===== config.mk =====
export PLATFORM = sky130hd
export DESIGN_NAME = pts_top
export DESIGN_NICKNAME = d
export VERILOG_FILES = /design/src/pts_pkg.sv /design/src/pts_snap.sv /design/src/pts_top.sv
export SDC_FILE = /design/constraint.sdc
export NUM_CORES = 2
export LEC_CHECK = 0
export ABC_AREA = 1
export BUFFER_PORTS_ARGS = -buffer_cell sky130_fd_sc_hd__buf_4
export CORE_MARGIN = 3
export CORE_UTILIZATION = 55
export DETAILED_ROUTE_END_ITERATION = 6
export PLACE_DENSITY = 0.75
export SETUP_SLACK_MARGIN = 0.02
export SLEW_MARGIN = 20
export SYNTH_ARGS = -nofsm -noshare
export SYNTH_HDL_FRONTEND = slang
export SYNTH_SLANG_ARGS = --single-unit
export TNS_END_PERCENT = 30

===== constraint.sdc =====
create_clock -name clk -period 11.85 [get_ports clk]
set_clock_uncertainty 0.05 [all_clocks]
set_input_delay 2.37 -clock clk [delete_from_list [all_inputs] [get_ports clk]]
set_output_delay 2.37 -clock clk [all_outputs]
set_load 0.005 [all_outputs]

===== src/pts_pkg.sv =====
// Constants and types shared by the system time and snapshot block
// How it works
// RQ1 - Transmit snapshot holds the time sampled within two clocks of the delimiter.
// RQ2 - Receive snapshot lags delimiter by at most three PHY plus two clocks.
// RQ3 - Snapshots fewer than four clocks apart skip the second frame.
// RQ4 - Delimiter events from either direction cross domains before the time is captured.
// RQ5 - A 64-bit system time counter feeds every snapshot.
// RQ6 - Initialisation loads the counter with the update value.
// RQ7 - Correction adds or subtracts the update offset in one step.
// RQ8 - Accumulator adds the addend each clock; its carry ticks the counter.
// RQ9 - Accumulator and addend are both 32 bits wide.
// RQ10 - Ticks nominally come at 50 MHz, advancing 20 ns each.
// RQ11 - Software derives drift and rewrites the addend while running.
// RQ12 - The reference clock is the system bus clock.
// RQ13 - Header: type octet 0, version octet 1, sequence 30, interval 33.
// RQ14 - Header position depends on raw Ethernet, IPv4 or IPv6 transport.
// RQ15 - Time splits into a seconds word and a nanoseconds word.
// RQ16 - Rollover select picks the nanosecond wrap point; each wrap bumps seconds.
// RQ17 - No valid receive snapshot reports an all-ones time.
// RQ18 - Accumulator wraps modulo two to the 32 and keeps its remainder.
// RQ19 - Coarse updates act next clock and beat a fine tick.
package pts_pkg;
    localparam logic [31:0] NS_DIG_MAX   = 32'h3B9A_C9FF;
    localparam logic [31:0] NS_BIN_MAX   = 32'h7FFF_FFFF;
    localparam logic [31:0] TICK_NS      = 32'h0000_0014;
    localparam int          SNAP_GAP_CYC = 3;
    localparam logic [15:0] ETYPE_PTP    = 16'h88F7;
    localparam logic [15:0] ETYPE_IPV4   = 16'h0800;
    localparam logic [15:0] ETYPE_IPV6   = 16'h86DD;
    localparam logic [6:0]  OCT_ETYPE_HI = 7'h0C;
    localparam logic [6:0]  OCT_ETYPE_LO = 7'h0D;
    localparam logic [6:0]  HDR_ETH      = 7'h0E;
    localparam logic [6:0]  HDR_IPV4     = 7'h2A;
    localparam logic [6:0]  HDR_IPV6     = 7'h4A;
    localparam logic [6:0]  OFS_TYPE     = 7'h00;
    localparam logic [6:0]  OFS_VER      = 7'h01;
    localparam logic [6:0]  OFS_SEQ      = 7'h1E;
    localparam logic [6:0]  OFS_LOGI     = 7'h21;
    localparam logic [3:0]  MAX_EVENT    = 4'h3;
    localparam logic [3:0]  PTP_V1       = 4'h1;
    localparam logic [3:0]  PTP_V2       = 4'h2;

    typedef enum logic [3:0] {
        XP_NONE = 4'b0001,
        XP_ETH  = 4'b0010,
        XP_IPV4 = 4'b0100,
        XP_IPV6 = 4'b1000
    } pts_xport_t;
endpackage


===== src/pts_snap.sv =====
// One snapshot channel: delimiter crossing, gap guard and time capture
`timescale 1ns/1ps
module pts_snap
    import pts_pkg::*;
#(
    parameter int GAP = SNAP_GAP_CYC
) (
    input  wire logic        clk,        // Reference clock
    input  wire logic        rst,        // Synchronous reset
    input  wire logic        ce,         // Clock enable
    input  wire logic        sfd_tgl,    // Delimiter toggle from PHY domain
    input  wire logic        armed,      // Snapshot wanted for this frame
    input  wire logic [63:0] time_in,    // Live system time
    output logic      [63:0] stamp_q,    // Captured time
    output logic             hit_q,      // Capture pulse
    output logic             skip_q      // Skipped-snapshot pulse
);
    localparam int GW = 4;
    localparam logic [GW-1:0] GAP_C = GW'(GAP);

    // Gap counter width limits the guard; refuse it at elaboration
    if (GAP < 1 || GAP > 15) begin : g_gap_chk
        $error("GAP out of range");
    end

    logic          s1_q, s2_q, s3_q;
    logic [GW-1:0] gap_q;
    wire           evt_w    = s2_q ^ s3_q;
    wire           gap_ok_w = (gap_q >= GAP_C);
    wire           take_w   = evt_w && armed && gap_ok_w;

    // Two-stage synchroniser and edge history
    always_ff @(posedge clk) begin
        if (rst) begin
            s1_q <= 1'b0;
            s2_q <= 1'b0;
            s3_q <= 1'b0;
        end else if (ce) begin
            s1_q <= sfd_tgl;   // see RQ4
            s2_q <= s1_q;
            s3_q <= s2_q;
        end
    end

    // Gap counter restarts on every capture and saturates
    always_ff @(posedge clk) begin
        if (rst) begin
            gap_q <= GAP_C;
        end else if (ce) begin
            if (take_w) begin
                gap_q <= '0;             // see RQ3
            end else if (!gap_ok_w) begin
                gap_q <= gap_q + 1'b1;
            end
        end
    end

    // Capture and pulses
    always_ff @(posedge clk) begin
        if (rst) begin
            stamp_q <= '0;
            hit_q   <= 1'b0;
            skip_q  <= 1'b0;
        end else if (ce) begin
            hit_q  <= take_w;
            skip_q <= evt_w && armed && !gap_ok_w;   // see RQ3
            if (take_w) begin
                stamp_q <= time_in;                  // see RQ1
            end
        end
    end

    property p_capture;
        @(posedge clk) disable iff (rst)
        (ce && take_w) |=> (hit_q && stamp_q == $past(time_in));
    endproperty
    a_capture: assert property (p_capture) else $error("capture missed"); // see RQ1

    property p_gap;
        @(posedge clk) disable iff (rst)
        (ce && hit_q) ##1 ce |-> !hit_q;
    endproperty
    a_gap: assert property (p_gap) else $error("snapshots too close"); // see RQ3

    property p_skip;
        @(posedge clk) disable iff (rst)
        (ce && evt_w && armed && !gap_ok_w) |=> (skip_q && !hit_q && $stable(stamp_q));
    endproperty
    a_skip: assert property (p_skip) else $error("skip with capture"); // see RQ3

    c_hit: cover property (@(posedge clk) disable iff (rst) hit_q);
endmodule


===== src/pts_top.sv =====
// System time counter, fine and coarse correction, snapshots and header parse
`timescale 1ns/1ps
module pts_top
    import pts_pkg::*;
#(
    parameter int GAP = SNAP_GAP_CYC
) (
    input  wire logic        clk,                        // Reference clock (bus clock), see RQ12
    input  wire logic        rst,                        // Synchronous reset
    input  wire logic        ce,                         // Clock enable
    input  wire logic        tx_sfd_tgl,                 // Transmit delimiter toggle
    input  wire logic        rx_sfd_tgl,                 // Receive delimiter toggle
    input  wire logic        tx_stamp_req,               // Current tx frame wants a stamp
    input  wire logic        fine_update_en,             // Fine correction on
    input  wire logic        nanosecond_rollover_select, // 1 digital, 0 binary
    input  wire logic [31:0] addend,                     // Fine correction addend
    input  wire logic [31:0] upd_sec,                    // Update seconds
    input  wire logic [31:0] upd_ns,                     // Update nanoseconds
    input  wire logic        init_req,                   // Load time pulse
    input  wire logic        corr_req,                   // Step time pulse
    input  wire logic        corr_sub,                   // Step subtracts
    input  wire logic        rx_sof,                     // Receive frame start
    input  wire logic        rx_byte_vld,                // Receive byte valid
    input  wire logic [7:0]  rx_byte,                    // Receive byte
    output logic      [31:0] sys_sec_q,                  // Seconds word
    output logic      [31:0] sys_ns_q,                   // Nanoseconds word
    output logic      [63:0] tx_stamp_q,                 // Transmit stamp
    output logic             tx_stamp_vld_q,             // Transmit stamp pulse
    output logic             tx_skip_q,                  // Transmit stamp skipped
    output logic             rx_skip_q,                  // Receive stamp skipped
    output logic      [63:0] rx_stamp_q,                 // Receive stamp or all ones
    output logic             rx_done_q,                  // Receive header decided
    output logic             rx_ptp_q,                   // Frame was a PTP event
    output logic      [3:0]  rx_type_q,                  // Message type
    output logic      [15:0] rx_seq_q,                   // Sequence identifier
    output logic      [7:0]  rx_log_q                    // Log message interval
);
    // Rollover point and per-tick step
    wire [31:0] ns_max_w  = nanosecond_rollover_select ? NS_DIG_MAX : NS_BIN_MAX; // see RQ16
    wire [31:0] ns_lim_w  = ns_max_w + 32'h0000_0001;
    wire [32:0] ns_step_w = {1'b0, sys_ns_q} + {1'b0, TICK_NS};                   // see RQ10
    wire        wrap_w    = ns_step_w > {1'b0, ns_max_w};
    wire [31:0] ns_inc_w  = wrap_w ? (ns_step_w[31:0] - ns_lim_w) : ns_step_w[31:0];
    wire [31:0] sec_inc_w = sys_sec_q + {31'h0000_0000, wrap_w};                 // see RQ16

    // Coarse step arithmetic
    wire [32:0] ns_add_w  = {1'b0, sys_ns_q} + {1'b0, upd_ns};
    wire        add_wr_w  = ns_add_w > {1'b0, ns_max_w};
    wire [31:0] ns_addr_w = add_wr_w ? (ns_add_w[31:0] - ns_lim_w) : ns_add_w[31:0];
    wire [31:0] sec_add_w = sys_sec_q + upd_sec + {31'h0000_0000, add_wr_w};
    wire [32:0] ns_sub_w  = {1'b0, sys_ns_q} - {1'b0, upd_ns};
    wire        borrow_w  = ns_sub_w[32];
    wire [31:0] ns_subr_w = borrow_w ? (ns_sub_w[31:0] + ns_lim_w) : ns_sub_w[31:0];
    wire [31:0] sec_sub_w = sys_sec_q - upd_sec - {31'h0000_0000, borrow_w};
    wire [31:0] ns_cor_w  = corr_sub ? ns_subr_w : ns_addr_w;                    // see RQ7
    wire [31:0] sec_cor_w = corr_sub ? sec_sub_w : sec_add_w;

    // Fine accumulator, carry is the tick
    logic [31:0] acc_q;
    wire  [32:0] acc_sum_w = {1'b0, acc_q} + {1'b0, addend};                    // see RQ9
    wire         tick_w    = fine_update_en ? acc_sum_w[32] : 1'b1;              // see RQ8

    // Accumulator keeps its remainder
    always_ff @(posedge clk) begin
        if (rst) begin
            acc_q <= '0;
        end else if (ce && fine_update_en) begin
            acc_q <= acc_sum_w[31:0];   // see RQ18
        end
    end

    // System time: load beats step beats tick
    always_ff @(posedge clk) begin
        if (rst) begin
            sys_sec_q <= '0;
            sys_ns_q  <= '0;
        end else if (ce) begin
            if (init_req) begin
                sys_sec_q <= upd_sec;          // see RQ6
                sys_ns_q  <= upd_ns;           // see RQ19
            end else if (corr_req) begin
                sys_sec_q <= sec_cor_w;        // see RQ7
                sys_ns_q  <= ns_cor_w;
            end else if (tick_w) begin
                sys_sec_q <= sec_inc_w;        // see RQ5
                sys_ns_q  <= ns_inc_w;         // see RQ15
            end
        end
    end

    // Snapshot channels, 0 transmit and 1 receive
    wire        [1:0]  tgl_w   = {rx_sfd_tgl, tx_sfd_tgl};
    wire        [1:0]  arm_w   = {1'b1, tx_stamp_req};
    wire        [63:0] time_w  = {sys_sec_q, sys_ns_q};                          // see RQ5
    logic       [63:0] stamp_w [2];
    logic       [1:0]  hit_w;
    logic       [1:0]  skip_w;
    genvar gi;
    generate
        for (gi = 0; gi < 2; gi++) begin : g_ch
            pts_snap #(.GAP(GAP)) u_snap (
                .clk     (clk),
                .rst     (rst),
                .ce      (ce),
                .sfd_tgl (tgl_w[gi]),     // see RQ4
                .armed   (arm_w[gi]),
                .time_in (time_w),
                .stamp_q (stamp_w[gi]),
                .hit_q   (hit_w[gi]),     // see RQ2
                .skip_q  (skip_w[gi])
            );
        end
    endgenerate

    // Transmit results and receive skip pulse
    always_ff @(posedge clk) begin
        if (rst) begin
            tx_stamp_q     <= '0;
            tx_stamp_vld_q <= 1'b0;
            tx_skip_q      <= 1'b0;
            rx_skip_q      <= 1'b0;
        end else if (ce) begin
            tx_stamp_q     <= stamp_w[0];
            tx_stamp_vld_q <= hit_w[0];
            tx_skip_q      <= skip_w[0];
            rx_skip_q      <= skip_w[1];
        end
    end

    // Receive header parse
    pts_xport_t  xp_q;
    logic [6:0]  idx_q;
    logic [7:0]  ety_hi_q;
    logic [3:0]  ver_q;
    logic        have_q;
    logic [6:0]  base_w;
    always_comb begin
        case (xp_q)
            XP_ETH:  base_w = HDR_ETH;     // see RQ14
            XP_IPV4: base_w = HDR_IPV4;
            XP_IPV6: base_w = HDR_IPV6;
            default: base_w = 7'h7F;
        endcase
    end
    wire [15:0] ety_w   = {ety_hi_q, rx_byte};
    wire        at_w    = rx_byte_vld && (xp_q != XP_NONE);
    wire        dec_w   = at_w && (idx_q == base_w + OFS_LOGI);                  // see RQ13
    wire        ver_ok  = (ver_q == PTP_V1) || (ver_q == PTP_V2);
    wire        ptp_ok  = ver_ok && (rx_type_q <= MAX_EVENT);
    wire        good_w  = ptp_ok && have_q;

    // Octet index and transport selection
    always_ff @(posedge clk) begin
        if (rst || (ce && rx_sof)) begin
            idx_q    <= '0;
            xp_q     <= XP_NONE;
            ety_hi_q <= '0;
        end else if (ce && rx_byte_vld) begin
            if (idx_q != 7'h7F) begin
                idx_q <= idx_q + 7'h01;
            end
            if (idx_q == OCT_ETYPE_HI) begin
                ety_hi_q <= rx_byte;
            end
            if (idx_q == OCT_ETYPE_LO) begin
                if (ety_w == ETYPE_PTP) begin
                    xp_q <= XP_ETH;
                end else if (ety_w == ETYPE_IPV4) begin
                    xp_q <= XP_IPV4;
                end else if (ety_w == ETYPE_IPV6) begin
                    xp_q <= XP_IPV6;
                end
            end
        end
    end

    // Header fields; snapshot presence set wins over frame start
    always_ff @(posedge clk) begin
        if (rst) begin
            rx_type_q <= '0;
            ver_q     <= '0;
            rx_seq_q  <= '0;
            rx_log_q  <= '0;
            have_q    <= 1'b0;
        end else if (ce) begin
            if (hit_w[1]) begin
                have_q <= 1'b1;
            end else if (rx_sof) begin
                have_q <= 1'b0;
            end
            if (at_w && idx_q == base_w + OFS_TYPE) begin
                rx_type_q <= rx_byte[3:0];                   // see RQ13
            end
            if (at_w && idx_q == base_w + OFS_VER) begin
                ver_q <= rx_byte[3:0];
            end
            if (at_w && idx_q == base_w + OFS_SEQ) begin
                rx_seq_q[15:8] <= rx_byte;
            end
            if (at_w && idx_q == base_w + OFS_SEQ + 7'h01) begin
                rx_seq_q[7:0] <= rx_byte;
            end
            if (dec_w) begin
                rx_log_q <= rx_byte;
            end
        end
    end

    // Receive decision
    always_ff @(posedge clk) begin
        if (rst) begin
            rx_done_q  <= 1'b0;
            rx_ptp_q   <= 1'b0;
            rx_stamp_q <= '1;
        end else if (ce) begin
            rx_done_q <= dec_w;
            if (dec_w) begin
                rx_ptp_q   <= ptp_ok;
                rx_stamp_q <= good_w ? stamp_w[1] : '1;      // see RQ17
            end
        end
    end

    property p_init;
        @(posedge clk) disable iff (rst)
        (ce && init_req) |=> (sys_sec_q == $past(upd_sec) && sys_ns_q == $past(upd_ns));
    endproperty
    a_init: assert property (p_init) else $error("load not applied"); // see RQ6

    property p_corr;
        @(posedge clk) disable iff (rst)
        (ce && corr_req && !init_req) |=> (sys_ns_q == $past(ns_cor_w));
    endproperty
    a_corr: assert property (p_corr) else $error("step not applied"); // see RQ19

    property p_tick;
        @(posedge clk) disable iff (rst)
        (ce && tick_w && !wrap_w && !init_req && !corr_req)
            |=> (sys_ns_q == $past(sys_ns_q) + TICK_NS && sys_sec_q == $past(sys_sec_q));
    endproperty
    a_tick: assert property (p_tick) else $error("tick step wrong"); // see RQ8

    property p_hold;
        @(posedge clk) disable iff (rst)
        (ce && !tick_w && !init_req && !corr_req) |=> $stable(sys_ns_q);
    endproperty
    a_hold: assert property (p_hold) else $error("time moved without tick"); // see RQ8

    property p_wrap;
        @(posedge clk) disable iff (rst)
        (ce && tick_w && wrap_w && !init_req && !corr_req)
            |=> (sys_sec_q == $past(sys_sec_q) + 32'h0000_0001);
    endproperty
    a_wrap: assert property (p_wrap) else $error("wrap missed seconds"); // see RQ16

    property p_acc;
        @(posedge clk) disable iff (rst)
        (ce && fine_update_en) |=> (acc_q == $past(acc_q) + $past(addend));
    endproperty
    a_acc: assert property (p_acc) else $error("accumulator wrong"); // see RQ18

    property p_ones;
        @(posedge clk) disable iff (rst)
        (ce && dec_w && !good_w) |=> (rx_stamp_q == '1 && rx_done_q);
    endproperty
    a_ones: assert property (p_ones) else $error("missing all-ones stamp"); // see RQ17

    property p_rx_good;
        @(posedge clk) disable iff (rst)
        (ce && dec_w && good_w) |=> (rx_stamp_q == $past(stamp_w[1]));
    endproperty
    a_rx_good: assert property (p_rx_good) else $error("rx stamp wrong"); // see RQ2

    c_init: cover property (@(posedge clk) disable iff (rst) ce && init_req);
    c_wrap: cover property (@(posedge clk) disable iff (rst) ce && tick_w && wrap_w);
    c_rx:   cover property (@(posedge clk) disable iff (rst) rx_done_q && rx_ptp_q);
endmodule


==> impl_metrics.py <==
metrics = {
    "sta": {
        "fmax_mhz": 116,
        "hold_ws_ps": 390,
        "rsz0062_at_grt": "false",
        "setup_tns_ps": 0,
        "fin_ws_ps": 3220,
        "slew_viol_final": 0,
        "fin_crit_sh": 0.728,
        "setup_viol": 0,
        "hold_viol": 0,
        "period_needed_ps": 8630,
        "worst_pin_slew_ps": 1130,
        "maxSlewHeadroom": 0.244,
    },
    "hold_path": {
        "hold_depth": 2,
        "hold_start": "g_ch[1].u_snap.gap_q[2]",
        "hold_path_end": "g_ch[1].u_snap.gap_q[2]",
        "hold_path_class": "reg2reg",
    },
    "power": {
        "p_clk_frac": 0.313,
        "power_density_mw_per_mm2": 134,
        "p_int_uw": 2970,
        "power_frac_seq": 0.322,
        "switchingPower_uw": 2010,
        "ir_drop_mv": 0.161,
        "swShare": 0.404,
        "power_frac_comb": 0.365,
        "p_leak_uw": 0.0176,
    },
    "synth": {
        "yosysWarnings": 0,
        "synth_cell_types": 65,
        "syn_inst": 5150,
        "netlist_area_sq_mm": 0.0326,
        "synth_edf_count": 0,
        "synthArstFlopShare": 0,
        "ys_seq_area_frac": 0.262,
        "synth_ff_type": "dfxtp_1",
        "syn_area_per_cell_sq_um": 6.34,
        "ys_seq_elements": 427,
        "synth_nets": 5530,
    },
    "setup_path": {
        "cp_top_family": "simple AND/OR/NAND/NOR gates",
        "cpPeakStageDelay_ps": 590,
        "worstSetupPathDepth": 39,
        "reg2reg_depth": 37,
        "critPathLaunch": "upd_ns[18]",
        "worstPathMaxFanout": 29,
        "worstPathRequired_ps": 12270,
        "worstSetupPathType": "in2reg",
        "r2r_slack_ps": 4320,
        "rr_startpoint": "sys_ns_q[23]",
        "start_kind": "primary input",
        "crit_path_end_kind": "flop",
        "path_common_cell": "nand2_1",
        "r2r-end": "sys_sec_q[24]",
        "cp_slowest_cell": "fa_1",
        "crit_buf_inv": 3,
        "arrival_ps": 9040,
    },
    "final_layout": {
        "area_growth_pct": 14.0,
        "fill_cells": 5662,
        "layout-drive-gt1-share": 0.105,
        "fin_nets": 5743,
        "fin_cells": 6175,
    },
    "clocking": {
        "cts.root.buffer_cell": "clkbuf_16",
        "cts_max_level": 2,
        "clk_latency_ps": 630,
        "postCtsSetupRepairBufs": 0,
        "cts_hold_buffers": 0,
        "clock-sinks": 427,
        "cts_resized": 0,
        "cts_tree": "yes",
        "clockBufferDepth": 3,
        "cts_inserted_buffers": 48,
        "path_clk_slew_ps": 60,
    },
    "placed_design": {
        "place_ws_ps": 2830,
        "place_congestion": 1.10,
        "hpwlAfterDp_um": 95600,
        "port_buffers": 341,
        "place_inst": 6078,
    },
    "global_route": {
        "gr-usage-met1": 0.525,
        "grt_overflow": 0,
        "track_usage": 0.380,
        "grt.met2_usage": 0.573,
        "grt_pass1_vias": 32597,
        "antenna_found_initial": 11,
        "top_usage_layer": "met2",
        "grt_pass1_wl_um": 188000,
        "grt_max_degree": 211,
        "grt.met3_usage": 0.0871,
    },
    "die": {
        "initial_core_util": 0.560,
        "fp.dieW_um": 250,
        "dieArea_sq_mm": 0.0623,
        "placementRows": 88,
        "pin_count": 342,
        "die_h_um": 250,
        "core_area_sq_mm": 0.0582,
    },
    "routing": {
        "drt_first_pass_iters": 7,
        "ant_nets": 0,
        "drc": 10,
        "wl_per_cell_um": 20.3,
        "vias": 36576,
        "vias_per_cell": 5.92,
        "wirelength_um": 125000,
        "drt_iter0_drc": 3998,
    },
    "outcome": {
        "outcome": "finished with violations",
        "violations": "DRC",
    },
    "flow_run": {
        "max_cap_viol_count": 0,
    },
}
[worst min-delay path, cell delays in order (launching register included)]
cell and delay, ps:
dfxtp_1 310, nand2_1 60, nor2_1 30
[sequential cells by signal, indices dropped and copies added (netlist names), 4 cells and up]
register,flops
acc_q,32
ety_hi_q,8
g_ch.u_snap.gap_q,8
g_ch.u_snap.stamp_q,128
idx_q,7
rx_log_q,8
rx_seq_q,16
rx_stamp_q,64
rx_type_q,4
sys_ns_q,32
sys_sec_q,32
tx_stamp_q,64
ver_q,4
xp_q,4
[logic make-up after synthesis]
family,count (synthesis),share of synthesized area
AO/OA/AOI/OAI,1392,0.229
adder cells (fa/ha/maj),263,0.102
buffers and inverters,908,0.108
XOR/XNOR,117,0.0321
AND/OR/NAND/NOR,2043,0.267
flip-flops,427,0.262
[synthesized netlist by cell type (7+ instances only)]
library cell | count | share of area
nor3_2 | 7 | 0.0021
dfxtp_1 | 427 | 0.26
a21o_1 | 19 | 0.0044
nor2_2 | 14 | 0.0027
a31oi_1 | 17 | 0.0033
nand2_1 | 1043 | 0.12
a211oi_1 | 13 | 0.0030
nand3b_1 | 21 | 0.0048
nand3_1 | 280 | 0.043
a21oi_1 | 608 | 0.093
nor4_1 | 26 | 0.0050
clkbuf_1 | 139 | 0.016
clkinv_1 | 14 | 0.0016
inv_2 | 26 | 0.0030
and2_1 | 8 | 0.0015
o211ai_1 | 34 | 0.0078
ha_1 | 256 | 0.098
nand2_2 | 12 | 0.0023
o22ai_1 | 10 | 0.0019
o21a_1 | 13 | 0.0030
or2_2 | 15 | 0.0029
a22oi_1 | 7 | 0.0016
o21ai_1 | 23 | 0.0035
buf_2 | 34 | 0.0052
a21oi_2 | 10 | 0.0027
o21ai_0 | 571 | 0.088
o221ai_1 | 19 | 0.0051
a21boi_0 | 8 | 0.0018
xnor2_1 | 17 | 0.0046
fa_1 | 7 | 0.0043
nor2_1 | 466 | 0.054
nand4_1 | 64 | 0.012
nor3_1 | 64 | 0.0098
inv_1 | 664 | 0.076
o21bai_1 | 17 | 0.0039
xor2_1 | 97 | 0.026
buf_1 | 20 | 0.0023
[final cells by class]
cell class | instances | area (sq um) | share of cell area
clock inverter | 27 | 332 | 0.00891
antenna | 10 | 25.0 | 0.000672
multi-input combinational | 3815 | 20600 | 0.554
inverter | 704 | 2650 | 0.0712
tap | 765 | 957 | 0.0257
sequential | 427 | 8550 | 0.230
timing repair buffer | 367 | 2760 | 0.0740
clock buffer | 60 | 1330 | 0.0356
[cells in the final DEF, fill, tap and decap left out, drive strengths merged, types with 13 or more instances in the layout]
cell / synthesis / layout
xor2: 100 / 100
nor2: 486 / 486
a21oi: 618 / 618
clkinv: 14 / 28
nand3b: 21 / 21
o221ai: 19 / 19
nand3: 285 / 285
inv: 690 / 695
nor4: 26 / 26
o21bai: 17 / 17
a211oi: 13 / 13
ha: 256 / 256
or2: 17 / 17
nor3: 71 / 71
o21ai: 595 / 595
buf: 65 / 367
xnor2: 17 / 17
dfxtp: 427 / 427
o211ai: 35 / 35
nand2: 1055 / 1055
a21o: 19 / 19
o21a: 13 / 13
nand4: 65 / 65
clkbuf: 139 / 60
a31oi: 19 / 19
[metal layers]
layer  vias to the layer above  share of wire  routed length (um)
met5                         -        0.00054                  68
met4                        10          0.044                5550
met3                       322           0.11               14300
met2                      1925           0.42               53200
met1                     16808           0.42               52200
li1                      17511              -                   -
[stage by stage]
step / instance area (sq um) / power, uW / utilization
detailed placement: 35500 / 3370 / 0.610
global placement: 35500 / 3370 / 0.610
finish: 37200 / 4980 / 0.639
CTS: 37200 / 4930 / 0.639
global route: 37200 / 5230 / 0.639
floorplan: 32600 / 2800 / -
[power by group through the flow]
stage / logic, uW / clock network, uW / registers (uW)
2_1_floorplan: 1200 / 0 / 1600
3_3_place_gp: 1740 / 0 / 1630
3_5_place_dp: 1740 / 0 / 1630
4_1_cts: 1750 / 1570 / 1600
5_1_grt: 1990 / 1630 / 1610
6_report: 1820 / 1560 / 1610
[worst max path at each step]
| stage | endpoint |
|---|---|
| final | sys_sec_q[24] |
| after global routing | sys_sec_q[24] |
| after CTS | sys_sec_q[22] |
| after detailed placement | sys_sec_q[24] |
| after global placement | sys_sec_q[22] |
| after floorplan | sys_sec_q[24] |
Power figures use the tool's default switching activity.
